==> src/logic/ccsr_pkg.sv <==
// Purpose: shared constants and types of the CPU control/status register block
// Assumes: one core clock, synchronous active-high reset
// Notes: status word halves are addressed by the datapath, not by a bus
package ccsr_pkg;

    // ****************************************
    // Widths and reset values
    // ****************************************
    localparam int PC_WIDTH = 20;
    localparam int PC_LOW_WIDTH = 16;
    localparam logic [3:0] PC_HIGH_RESET = 4'h0;
    localparam logic [7:0] STATUS_HIGH_RESET = 8'h00;
    localparam logic [7:0] STATUS_LOW_RESET = 8'h00;

    // ****************************************
    // Field positions
    // ****************************************
    localparam int HIGH_USER_BIT = 7;
    localparam int HIGH_BANK_MSB = 6;
    localparam int HIGH_BANK_LSB = 4;
    localparam int LOW_SIGN_BIT = 7;
    localparam int LOW_ZERO_BIT = 6;
    localparam int LOW_RSS_BIT = 5;
    localparam int LOW_AUX_BIT = 4;
    localparam int LOW_IE_BIT = 3;
    localparam int LOW_PV_BIT = 2;
    localparam int LOW_FIXED0_BIT = 1;
    localparam int LOW_CARRY_BIT = 0;
    // Writable bits of each half; the rest read as zero
    localparam logic [7:0] HIGH_WRITE_MASK = 8'hf0;
    localparam logic [7:0] LOW_WRITE_MASK = 8'hfd;

    // ****************************************
    // Register numbers behind A, X, B, C, AX, BC
    // ****************************************
    localparam logic [2:0] MAP0_A = 3'h1;
    localparam logic [2:0] MAP0_X = 3'h0;
    localparam logic [2:0] MAP0_B = 3'h3;
    localparam logic [2:0] MAP0_C = 3'h2;
    localparam logic [1:0] MAP0_AX = 2'h0;
    localparam logic [1:0] MAP0_BC = 2'h1;
    localparam logic [2:0] MAP1_A = 3'h5;
    localparam logic [2:0] MAP1_X = 3'h4;
    localparam logic [2:0] MAP1_B = 3'h7;
    localparam logic [2:0] MAP1_C = 3'h6;
    localparam logic [1:0] MAP1_AX = 2'h2;
    localparam logic [1:0] MAP1_BC = 2'h3;

    // ****************************************
    // Types
    // ****************************************
    typedef enum logic [2:0] {
        OP_NONE = 3'b000,
        OP_ARITH = 3'b001,
        OP_LOGIC = 3'b010,
        OP_SHIFT = 3'b011,
        OP_CHECK = 3'b100,
        OP_BITACC = 3'b101
    } ccsr_op_t;

    typedef enum logic [2:0] {
        COND_CARRY = 3'b000,
        COND_NO_CARRY = 3'b001,
        COND_ZERO = 3'b010,
        COND_NOT_ZERO = 3'b011,
        COND_PV = 3'b100,
        COND_NO_PV = 3'b101,
        COND_SIGN = 3'b110,
        COND_NO_SIGN = 3'b111
    } ccsr_cond_t;

    typedef enum logic [0:0] {
        ST_VECTOR = 1'b0,
        ST_RUN = 1'b1
    } ccsr_state_t;

endpackage : ccsr_pkg

==> src/logic/ccsr_regs.sv <==
// Purpose: program counter and status word of the CPU core
// Assumes: the execution datapath drives one-cycle strobes on CORE_CLK
// Notes: flags are computed here from the raw operation results

// How it works
// - 20-bit counter adds instruction length, loads branch target on branch.
// - After reset, low 16 bits fetched from word at address 0, upper cleared.
// - Status word written as two byte halves or one flag at a time.
// - Interrupt accept or break pushes the word; returns pop it back.
// - Context switch saves to the register pair; context returns restore it.
// - Reset clears the whole status word.
// - Bit layout fixed; undefined and must-be-zero bits read as zero.
// - Carry takes carry/borrow, shifted-out bit, or bit-accumulator value.
// - Parity set on even ones; 16-bit shifts look at low byte only.
// - Arithmetic overflow is carry into MSB xor carry out of MSB.
// - Interrupt enable low admits only non-maskable and unmasked macro requests.
// - Enable instruction sets the flag; disable or acknowledge clears it.
// - Aux carry follows carry out of or borrow into bit 3.
// - Zero flag set when result is zero, else cleared.
// - Carry, parity/overflow and zero feed branch condition evaluation.
// - Sign flag copies the result's most significant bit.
// - Three bank bits pick one of eight banks; select-bank writes them.
// - Register-set select remaps A, X, B, C, AX, BC onto upper registers.
module ccsr_regs
    import ccsr_pkg::*;
(
    input wire logic CORE_CLK,
    input wire logic RESET,
    // Reset vector fetch
    output logic VECTOR_READ,
    input wire logic VECTOR_VALID,
    input wire logic [15:0] VECTOR_DATA,
    // Program counter control
    input wire logic PC_ADVANCE,
    input wire logic [2:0] INSTR_LENGTH,
    input wire logic PC_LOAD,
    input wire logic [19:0] PC_TARGET,
    output logic [19:0] PROGRAM_COUNTER,
    // Operation results
    input wire logic [2:0] OP_CLASS,
    input wire logic RESULT_IS_WORD,
    input wire logic [15:0] RESULT,
    input wire logic CARRY_OUT,
    input wire logic CARRY_INTO_MSB,
    input wire logic AUX_CARRY,
    input wire logic SHIFT_OUT,
    input wire logic BIT_ACC_VALUE,
    // Software access to the halves and single flags
    input wire logic HIGH_WRITE,
    input wire logic LOW_WRITE,
    input wire logic [7:0] WRITE_DATA,
    input wire logic BIT_WRITE,
    input wire logic BIT_IN_HIGH,
    input wire logic [2:0] BIT_INDEX,
    input wire logic BIT_VALUE,
    input wire logic SELECT_BANK_INSTR,
    input wire logic [2:0] BANK_NUMBER,
    output logic [7:0] STATUS_WORD_HIGH,
    output logic [7:0] STATUS_WORD_LOW,
    // Save and restore
    input wire logic SAVE_TO_STACK,
    input wire logic SAVE_TO_PAIR,
    input wire logic RESTORE,
    input wire logic [15:0] RESTORE_DATA,
    output logic [15:0] SAVE_DATA,
    output logic STACK_PUSH,
    output logic PAIR_WRITE,
    // Interrupt enable control and acceptance
    input wire logic ENABLE_INTERRUPTS_INSTR,
    input wire logic DISABLE_INTERRUPTS_INSTR,
    input wire logic INTERRUPT_ACK,
    input wire logic NMI_REQUEST,
    input wire logic MACRO_REQUEST_UNMASKED,
    input wire logic MASKABLE_REQUEST,
    output logic ACCEPT_ALLOWED,
    // Branch conditions
    input wire logic [2:0] COND_SELECT,
    output logic COND_TRUE,
    // Register mapping
    output logic [2:0] BANK_SELECT,
    output logic [2:0] REG_A_NUMBER,
    output logic [2:0] REG_X_NUMBER,
    output logic [2:0] REG_B_NUMBER,
    output logic [2:0] REG_C_NUMBER,
    output logic [1:0] PAIR_AX_NUMBER,
    output logic [1:0] PAIR_BC_NUMBER
);

    // ****************************************
    // Helper functions
    // ****************************************
    function automatic logic even_parity(input logic [7:0] value);
        even_parity = ~^value;
    endfunction : even_parity

    function automatic logic [7:0] clean_high(input logic [7:0] value);
        clean_high = value & HIGH_WRITE_MASK;
    endfunction : clean_high

    function automatic logic [7:0] clean_low(input logic [7:0] value);
        clean_low = value & LOW_WRITE_MASK;
    endfunction : clean_low

    // ****************************************
    // Program counter and reset vector
    // ****************************************
    ccsr_state_t state;
    logic [19:0] pc;

    always_ff @(posedge CORE_CLK)
    begin
        if (RESET)
        begin
            state <= ST_VECTOR;
            VECTOR_READ <= 1'b1;
        end
        else if (state == ST_VECTOR && VECTOR_VALID)
        begin
            state <= ST_RUN;
            VECTOR_READ <= 1'b0;
        end
    end

    always_ff @(posedge CORE_CLK)
    begin
        if (RESET)
        begin
            pc <= {PC_HIGH_RESET, 16'h0000};
        end
        else
        begin
            case (state)
                ST_VECTOR:
                begin
                    if (VECTOR_VALID)
                    begin
                        pc <= {PC_HIGH_RESET, VECTOR_DATA};
                    end
                end
                ST_RUN:
                begin
                    if (PC_LOAD)
                    begin
                        pc <= PC_TARGET;
                    end
                    else if (PC_ADVANCE)
                    begin
                        pc <= pc + {17'h00000, INSTR_LENGTH};
                    end
                end
                default:
                begin
                    pc <= pc;
                end
            endcase
        end
    end

    assign PROGRAM_COUNTER = pc;

    // ****************************************
    // Status word next value
    // ****************************************
    logic [7:0] high_half;
    logic [7:0] low_half;
    logic [7:0] next_high;
    logic [7:0] next_low;
    logic res_zero;
    logic res_sign;
    logic res_parity;

    always_comb
    begin
        res_zero = RESULT_IS_WORD ? (RESULT == 16'h0000) : (RESULT[7:0] == 8'h00);
        res_sign = RESULT_IS_WORD ? RESULT[15] : RESULT[7];
        // Word shifts and words alike judge parity on the low byte
        res_parity = even_parity(RESULT[7:0]);
        next_high = high_half;
        next_low = low_half;
        case (ccsr_op_t'(OP_CLASS))
            OP_ARITH:
            begin
                next_low[LOW_CARRY_BIT] = CARRY_OUT;
                next_low[LOW_PV_BIT] = CARRY_OUT ^ CARRY_INTO_MSB;
                next_low[LOW_AUX_BIT] = AUX_CARRY;
                next_low[LOW_ZERO_BIT] = res_zero;
                next_low[LOW_SIGN_BIT] = res_sign;
            end
            OP_LOGIC, OP_CHECK:
            begin
                next_low[LOW_PV_BIT] = res_parity;
                next_low[LOW_ZERO_BIT] = res_zero;
                next_low[LOW_SIGN_BIT] = res_sign;
            end
            OP_SHIFT:
            begin
                next_low[LOW_CARRY_BIT] = SHIFT_OUT;
                next_low[LOW_PV_BIT] = res_parity;
                next_low[LOW_ZERO_BIT] = res_zero;
                next_low[LOW_SIGN_BIT] = res_sign;
            end
            OP_BITACC:
            begin
                next_low[LOW_CARRY_BIT] = BIT_ACC_VALUE;
            end
            default:
            begin
                next_low = low_half;
            end
        endcase
        if (BIT_WRITE)
        begin
            if (BIT_IN_HIGH)
            begin
                next_high[BIT_INDEX] = BIT_VALUE;
            end
            else
            begin
                next_low[BIT_INDEX] = BIT_VALUE;
            end
        end
        if (HIGH_WRITE)
        begin
            next_high = WRITE_DATA;
        end
        if (LOW_WRITE)
        begin
            next_low = WRITE_DATA;
        end
        if (SELECT_BANK_INSTR)
        begin
            next_high[HIGH_BANK_MSB:HIGH_BANK_LSB] = BANK_NUMBER;
        end
        if (RESTORE)
        begin
            next_high = RESTORE_DATA[15:8];
            next_low = RESTORE_DATA[7:0];
        end
        if (ENABLE_INTERRUPTS_INSTR)
        begin
            next_low[LOW_IE_BIT] = 1'b1;
        end
        if (DISABLE_INTERRUPTS_INSTR || INTERRUPT_ACK)
        begin
            next_low[LOW_IE_BIT] = 1'b0;
        end
        // undefined and fixed bits read as zero
        next_high = clean_high(next_high);
        next_low = clean_low(next_low);
    end

    // ****************************************
    // Status word storage
    // ****************************************
    always_ff @(posedge CORE_CLK)
    begin
        if (RESET)
        begin
            high_half <= STATUS_HIGH_RESET;
            low_half <= STATUS_LOW_RESET;
        end
        else
        begin
            high_half <= next_high;
            low_half <= next_low;
        end
    end

    assign STATUS_WORD_HIGH = high_half;
    assign STATUS_WORD_LOW = low_half;
    assign BANK_SELECT = high_half[HIGH_BANK_MSB:HIGH_BANK_LSB];

    // ****************************************
    // Save path
    // ****************************************
    // The value saved is the word before this cycle's changes, so an
    // acknowledge clearing the enable flag saves the old enable state.
    always_ff @(posedge CORE_CLK)
    begin
        if (RESET)
        begin
            SAVE_DATA <= 16'h0000;
            STACK_PUSH <= 1'b0;
            PAIR_WRITE <= 1'b0;
        end
        else
        begin
            STACK_PUSH <= SAVE_TO_STACK;
            PAIR_WRITE <= SAVE_TO_PAIR;
            if (SAVE_TO_STACK || SAVE_TO_PAIR)
            begin
                SAVE_DATA <= {high_half, low_half};
            end
        end
    end

    // ****************************************
    // Interrupt acceptance and conditions
    // ****************************************
    always_ff @(posedge CORE_CLK)
    begin
        if (RESET)
        begin
            ACCEPT_ALLOWED <= 1'b0;
        end
        else
        begin
            ACCEPT_ALLOWED <= NMI_REQUEST || MACRO_REQUEST_UNMASKED
                || (next_low[LOW_IE_BIT] && MASKABLE_REQUEST);
        end
    end

    always_ff @(posedge CORE_CLK)
    begin
        if (RESET)
        begin
            COND_TRUE <= 1'b0;
        end
        else
        begin
            case (ccsr_cond_t'(COND_SELECT))
                COND_CARRY: COND_TRUE <= next_low[LOW_CARRY_BIT];
                COND_NO_CARRY: COND_TRUE <= ~next_low[LOW_CARRY_BIT];
                COND_ZERO: COND_TRUE <= next_low[LOW_ZERO_BIT];
                COND_NOT_ZERO: COND_TRUE <= ~next_low[LOW_ZERO_BIT];
                COND_PV: COND_TRUE <= next_low[LOW_PV_BIT];
                COND_NO_PV: COND_TRUE <= ~next_low[LOW_PV_BIT];
                COND_SIGN: COND_TRUE <= next_low[LOW_SIGN_BIT];
                COND_NO_SIGN: COND_TRUE <= ~next_low[LOW_SIGN_BIT];
                default: COND_TRUE <= 1'b0;
            endcase
        end
    end

    // ****************************************
    // Register set mapping
    // ****************************************
    // Legacy mapping only; software is expected to leave it at zero
    always_ff @(posedge CORE_CLK)
    begin
        if (RESET || !next_low[LOW_RSS_BIT])
        begin
            REG_A_NUMBER <= MAP0_A;
            REG_X_NUMBER <= MAP0_X;
            REG_B_NUMBER <= MAP0_B;
            REG_C_NUMBER <= MAP0_C;
            PAIR_AX_NUMBER <= MAP0_AX;
            PAIR_BC_NUMBER <= MAP0_BC;
        end
        else
        begin
            REG_A_NUMBER <= MAP1_A;
            REG_X_NUMBER <= MAP1_X;
            REG_B_NUMBER <= MAP1_B;
            REG_C_NUMBER <= MAP1_C;
            PAIR_AX_NUMBER <= MAP1_AX;
            PAIR_BC_NUMBER <= MAP1_BC;
        end
    end

endmodule : ccsr_regs

==> config.mk <==
export PLATFORM = sky130hd
export DESIGN_NAME = ccsr_regs
export DESIGN_NICKNAME = d
export VERILOG_FILES = /design/src/logic/ccsr_pkg.sv /design/src/logic/ccsr_regs.sv
export SDC_FILE = /design/constraint.sdc
export NUM_CORES = 1
export LEC_CHECK = 0
export ABC_AREA = 1
export CORE_MARGIN = 5
export CORE_UTILIZATION = 70
export CTS_BUF_LIST = sky130_fd_sc_hd__clkbuf_8
export CTS_CLUSTER_SIZE = 8
export DETAILED_ROUTE_END_ITERATION = 8
export DONT_BUFFER_PORTS = 1
export GPL_ROUTABILITY_DRIVEN = 0
export PLACE_DENSITY = 0.89
export SLEW_MARGIN = 20
export SYNTH_ARGS = -nofsm -noshare
export SYNTH_HDL_FRONTEND = slang
export SYNTH_SLANG_ARGS = --single-unit
==> constraint.sdc <==
create_clock -name CORE_CLK -period 6.3 [get_ports CORE_CLK]
set_clock_uncertainty 0.05 [all_clocks]
set_input_delay 0.63 -clock CORE_CLK [delete_from_list [all_inputs] [get_ports CORE_CLK]]
set_output_delay 0.63 -clock CORE_CLK [all_outputs]
set_load 0.05 [all_outputs]
==> metrics, run 1 <==
status completed; die height 80.6 µm; Fin. Hold Viols 0; Resized Gates After CTS 0; RSZ-0062 raised after global routing no; ANT cells 0; leading register cell type out of synthesis dfxtp_1; setup_tns 0 ps; multi-input gate area in the final layout 2080 µm²; chip width 80.6 µm; Max-Cap Viols 0; IO Port Bufs 0; cell area after synthesis 3490 µm²; Pleak 0.00164 µW; share of layout cells above drive strength 1 3.45%; filler instances 453; DRC 0; Avg Inst Size Synth 6.15 µm²; f_max 0.333 GHz; Tcrit/Tclk final 47.6%; CTS buffer count 5; first-pass GRT wire length 14700 µm; Initial DRC Count 264; cell count after synthesis 567; CP Class reg2reg; total clock sinks 49; DRT Wirelength 9700 µm; Root Buffer clkbuf_8; clk slew on worst S/H paths 90 ps; worst skew pair latency 300 ps; WHS 333 ps; share of the yosys chip area belonging to registers 28.1%; core area 4790 µm²; max-slew violation count 0; Yosys cell types 36; Worst EP required 6490 ps; Worst Setup Start Kind flip-flop; vias per cell 5.74; #FFs+latches synth 49; pin count of the biggest net entering global routing 34; pwr dens 249 nW/µm²; hold_buf cts 0; Initial Util 72.9%; post-CTS setup buffers 0; crit end category flip-flop; Synth warnings 0; htree depth 2; grt ovf 0; clk buf depth 2; vias in the first global route 3189; # rows 25; worst vdd ir 0.000228 V; EDFF count, synth 0; vias 3544; TritonRoute pass-1 iters 5; register area 985 µm²; All-Layer GR Usage 28.3%; final setup vio count 0; Worst Hold Class in2reg; CTS tree done; critical path data arrival time 3190 ps; Ports 193; Slew @ Worst Pin 1020 ps; initial antenna violation count 0; fin nets 674; synthesis-to-finish area growth 0.108%; asr flop ratio synth 0%; antenna viol nets, final 0; post-detail-place hpwl 7440 µm; max_slew headroom 31.8%; worst-path fanout max 19; routed length per instance 15.7 µm; fin crit period 3000 ps; total die area 6500 µm²
## state kept, by name (all words and copies together), names as in the netlist
| register | cells |
|---|---|
| ACCEPT_ALLOWED | 1 |
| COND_TRUE | 1 |
| PAIR_WRITE | 1 |
| PROGRAM_COUNTER | 20 |
| REG_X_NUMBER | 1 |
| SAVE_DATA | 11 |
| STACK_PUSH | 1 |
| STATUS_WORD_HIGH | 4 |
| STATUS_WORD_LOW | 7 |
| VECTOR_READ | 1 |
| state | 1 |
## final cells by class
class / count / share of cell area, %
multi-input combinational: 432 / 59.4
clock buffer: 6 / 2.36
inverter: 60 / 6.45
tap: 67 / 2.40
sequential: 49 / 28.2
clock inverter: 2 / 0.967
timing repair buffer: 1 / 0.215
## Yosys cell counts, drive strengths merged (5+ instances only)
library cell  instances  share of area [%]
a21oi                48                7.0
nand3                20                3.2
nor2                 93                 10
clkbuf               14                1.5
ha                    7                2.5
inv                  58                6.2
buf                  30                6.4
nor3                  9                1.4
nand2               130                 14
dfxtp                49                 28
o211ai               10                2.2
xor2                  8                2.0
nand4                 5               0.90
a31oi                 5               0.90
o21ai                64                9.3
## cells in the final DEF, fill, tap and decap left out, types with 3 or more instances in the layout
cell / n
nand2_1: 127
dfxtp_1: 48
ha_1: 7
nor2_1: 91
o21ai_0: 62
nor3_1: 8
o211ai_1: 10
inv_1: 58
xnor2_1: 3
conb_1: 20
xor2_1: 8
a21oi_1: 47
nand4_1: 5
a31oi_1: 5
nand3_1: 19
clkbuf_8: 6
## stage by stage
step	cells	util [%]	worst slack (ps)	cell area [µm²]	total power (µW)
2_1_floorplan	585	-	3800	3560	623
3_3_place_gp	609	70.6	3560	3380	632
3_5_place_dp	609	70.6	3520	3380	640
4_1_cts	617	73.0	3490	3490	868
5_1_grt	617	73.0	3090	3490	907
6_report	617	73.0	3300	3490	869
## logic make-up after synthesis
| group | after synthesis | share of synthesized area (%) |
|---|---|---|
| AND/OR/NAND/NOR | 262 | 31.2 |
| AO/OA/AOI/OAI | 131 | 20.3 |
| buffers and inverters | 104 | 14.3 |
| flip-flops | 49 | 28.1 |
| XOR/XNOR | 11 | 2.76 |
| adder cells (fa/ha/maj) | 8 | 3.08 |
| other | 2 | 0.215 |
## per-layer routing
metal  part of all wire (%)  global-route usage, %
met5                      0                      0
met4                    1.4                   6.08
met3                     12                   9.30
met2                     46                   46.7
met1                     40                   35.7
## final timing paths
| check | cells past startpoint | slack (ps) | end | from |
|---|---|---|---|---|
| setup reg to reg | 6 | 3300 | PROGRAM_COUNTER[16] | state |
| hold / removal | 1 | 330 | PROGRAM_COUNTER[16] | RESET |
| hold reg to reg | 2 | 610 | PROGRAM_COUNTER[17] | state |
| setup / recovery | 6 | 3300 | PROGRAM_COUNTER[16] | state |
## critical path: stages (launching register included)
cell	delay, ps
dfxtp_1	560
clkinv_1	570
nand2_1	600
nand2_1	500
inv_1	410
nand2_1	110
a21oi_2	140
## where the power goes
group | switching (µW) | internal [µW]
combinational | 117 | 52.4
sequential | 133 | 335
clock | 104 | 128
(Power assumes the default switching activity.)
==> run 2, diff against run 1 <==
--- a/config.mk
+++ b/config.mk
@@ -7,13 +7,13 @@
 export LEC_CHECK = 0
 export ABC_AREA = 1
 export CORE_MARGIN = 5
-export CORE_UTILIZATION = 70
+export CORE_UTILIZATION = 60
 export CTS_BUF_LIST = sky130_fd_sc_hd__clkbuf_8
 export CTS_CLUSTER_SIZE = 8
 export DETAILED_ROUTE_END_ITERATION = 8
 export DONT_BUFFER_PORTS = 1
 export GPL_ROUTABILITY_DRIVEN = 0
-export PLACE_DENSITY = 0.89
+export PLACE_DENSITY = 0.82
 export SLEW_MARGIN = 20
 export SYNTH_ARGS = -nofsm -noshare
 export SYNTH_HDL_FRONTEND = slang
==> constraint.sdc (replaced) <==
create_clock -name CORE_CLK -period 2.65 [get_ports CORE_CLK]
set_clock_uncertainty 0.05 [all_clocks]
set_input_delay 0.265 -clock CORE_CLK [delete_from_list [all_inputs] [get_ports CORE_CLK]]
set_output_delay 0.265 -clock CORE_CLK [all_outputs]
set_load 0.05 [all_outputs]
==> run 2 against run 1 <==
Effect of this change:
- global-route usage shrank 2.5 points
- total power grew 150%
- worst hold slack worse by 320 ps
- fmax is 30% higher
- register-to-register slack lost 3000 ps
- sequential cell count unchanged
- sequential share of layout area down 1.7 points
- sequential power is 100% higher
- largest power group unchanged
==> metrics, run 2 (same netlist as run 1, synthesis figures left out) <==
status completed; Worst EP required 2830 ps; Final Non-Filler Cells 651; worst-path fanout max 4; total net switching power 885 µW; pin count of the biggest net entering global routing 29; die height 86.3 µm; pwr dens 575 nW/µm²; Slew @ Worst Pin 846 ps; setup_tns 0 ps; Worst Hold Class in2reg; ANT cells 0; Reg2Reg Setup Slack 340 ps; most frequent cells in the layout nand2_1, nor2_1, o21ai_0; post-detail-place hpwl 8120 µm; antenna viol nets, final 0; Placed Area 3590 µm²; All-Layer GR Usage 25.7%; max_slew headroom 43.9%; vias 3722; CTS tree done; total die area 7440 µm²; combinational share of power 29.2%; hold path startpoint SAVE_TO_PAIR; Max-Cap Viols 0; vias per cell 5.72; Pint 1260 µW; f_max 0.434 GHz; most common cell after layout, fill and taps aside nand2_1; DRC 0; Root Buffer clkbuf_8; fin crit period 2310 ps; sequential share of power 44.7%; synthesis-to-finish area growth 6.67%; critical path data arrival time 2490 ps; total power 2140 µW; reg2reg start PROGRAM_COUNTER[0]; Fin. Hold Viols 0; htree depth 2; initial antenna violation count 0; WHS Path Cells 2; Ports 193; sw frac 41.3%; number of flip-flops in the largest register 20; crit end category flip-flop; RSZ-0062 raised after global routing no; clk slew on worst S/H paths 100 ps; total clock sinks 49; worst skew pair latency 300 ps; cell area after layout 3720 µm²; first-pass GRT wire length 15700 µm; grt ovf 0; Initial DRC Count 285; Placed Instances 641; vias in the first global route 3350; CTS buffer count 5; WHS Endpoint PAIR_WRITE; max-slew violation count 0; routed length per instance 16.0 µm; WHS 10.8 ps; TritonRoute pass-1 iters 5; reg2reg path depth 13; IO Port Bufs 0; chip width 86.3 µm; worst vdd ir 0.000510 V; reg2reg end PROGRAM_COUNTER[16]; final setup vio count 0; Initial Util 62.6%; Worst Setup Start Kind flip-flop; DRT Wirelength 10400 µm; Tcrit/Tclk final 87.0%; core area 5570 µm²; share of layout cells above drive strength 1 8.12%; CP Class reg2reg; Pleak 0.00178 µW; post-CTS setup buffers 0; fin nets 703; clk buf depth 2; # rows 27; Clock power frac 26.1%
-- run 2: per-stage QoR --
| stage | setup slack [ps] | util, % |
|---|---|---|
| 3_5_place_dp | 363 | 64.3 |
| 5_1_grt | 134 | 66.8 |
| 4_1_cts | 332 | 66.6 |
| 6_report | 343 | 66.8 |
| 2_1_floorplan | 155 | - |
| 3_3_place_gp | 474 | 64.3 |
-- run 2: worst max-delay path by stage --
stage	start	endpoint	slack, ps	cells past startpoint
final	PROGRAM_COUNTER[0]	PROGRAM_COUNTER[16]	340	13
after global routing	PROGRAM_COUNTER[0]	PROGRAM_COUNTER[16]	130	13
after CTS	PROGRAM_COUNTER[0]	PROGRAM_COUNTER[16]	330	13
after detailed placement	PROGRAM_COUNTER[0]	PROGRAM_COUNTER[16]	360	13
after global placement	PROGRAM_COUNTER[0]	PROGRAM_COUNTER[16]	470	13
after floorplan	PROGRAM_COUNTER[0]	PROGRAM_COUNTER[16]	150	13
-- run 2: area by class of cell --
cell class                 instances  area, µm²
clock buffer                       5       68.8
tap                               72       90.1
fill                             552       1850
timing repair buffer              30        230
multi-input combinational        432       2080
inverter                          60        225
sequential                        49        985
clock inverter                     3       47.5
-- run 2: worst max-delay path: stages, from the launching register on --
cell	delay (ps)
dfxtp_1	360
ha_1	190
inv_1	60
fa_1	410
o21ai_2	200
nand2_2	100
nor2_4	140
nand2_4	80
nor3_2	140
nand2_1	80
or2_0	200
nand3_1	70
nand2_1	60
a21oi_2	100
-- run 2: layer usage --
layer / track usage (%) / vias up / wire length (µm)
met3: 6.75 / 18 / 1310
met2: 41.8 / 248 / 4630
met4: 6.80 / 0 / 179
met1: 34.0 / 1649 / 4280
li1: - / 1807 / -
met5: 0 / - / 0
-- run 2: repair_timing --
action / CTS / global route
resized for setup: 0 / 0
setup endpoints to repair: 0 / 0
hold endpoints to repair: 15 / 1
hold buffers: 1 / 1
-- run 2: power by group through the flow --
stage                     Combinational, µW  Sequential [µW]  Clock (µW)
final                                   625              957         559
after global routing                    678              965         600
after CTS                               616              957         567
after detailed placement                608              974           0
after global placement                  593              972           0
after floorplan                         411             1070           0
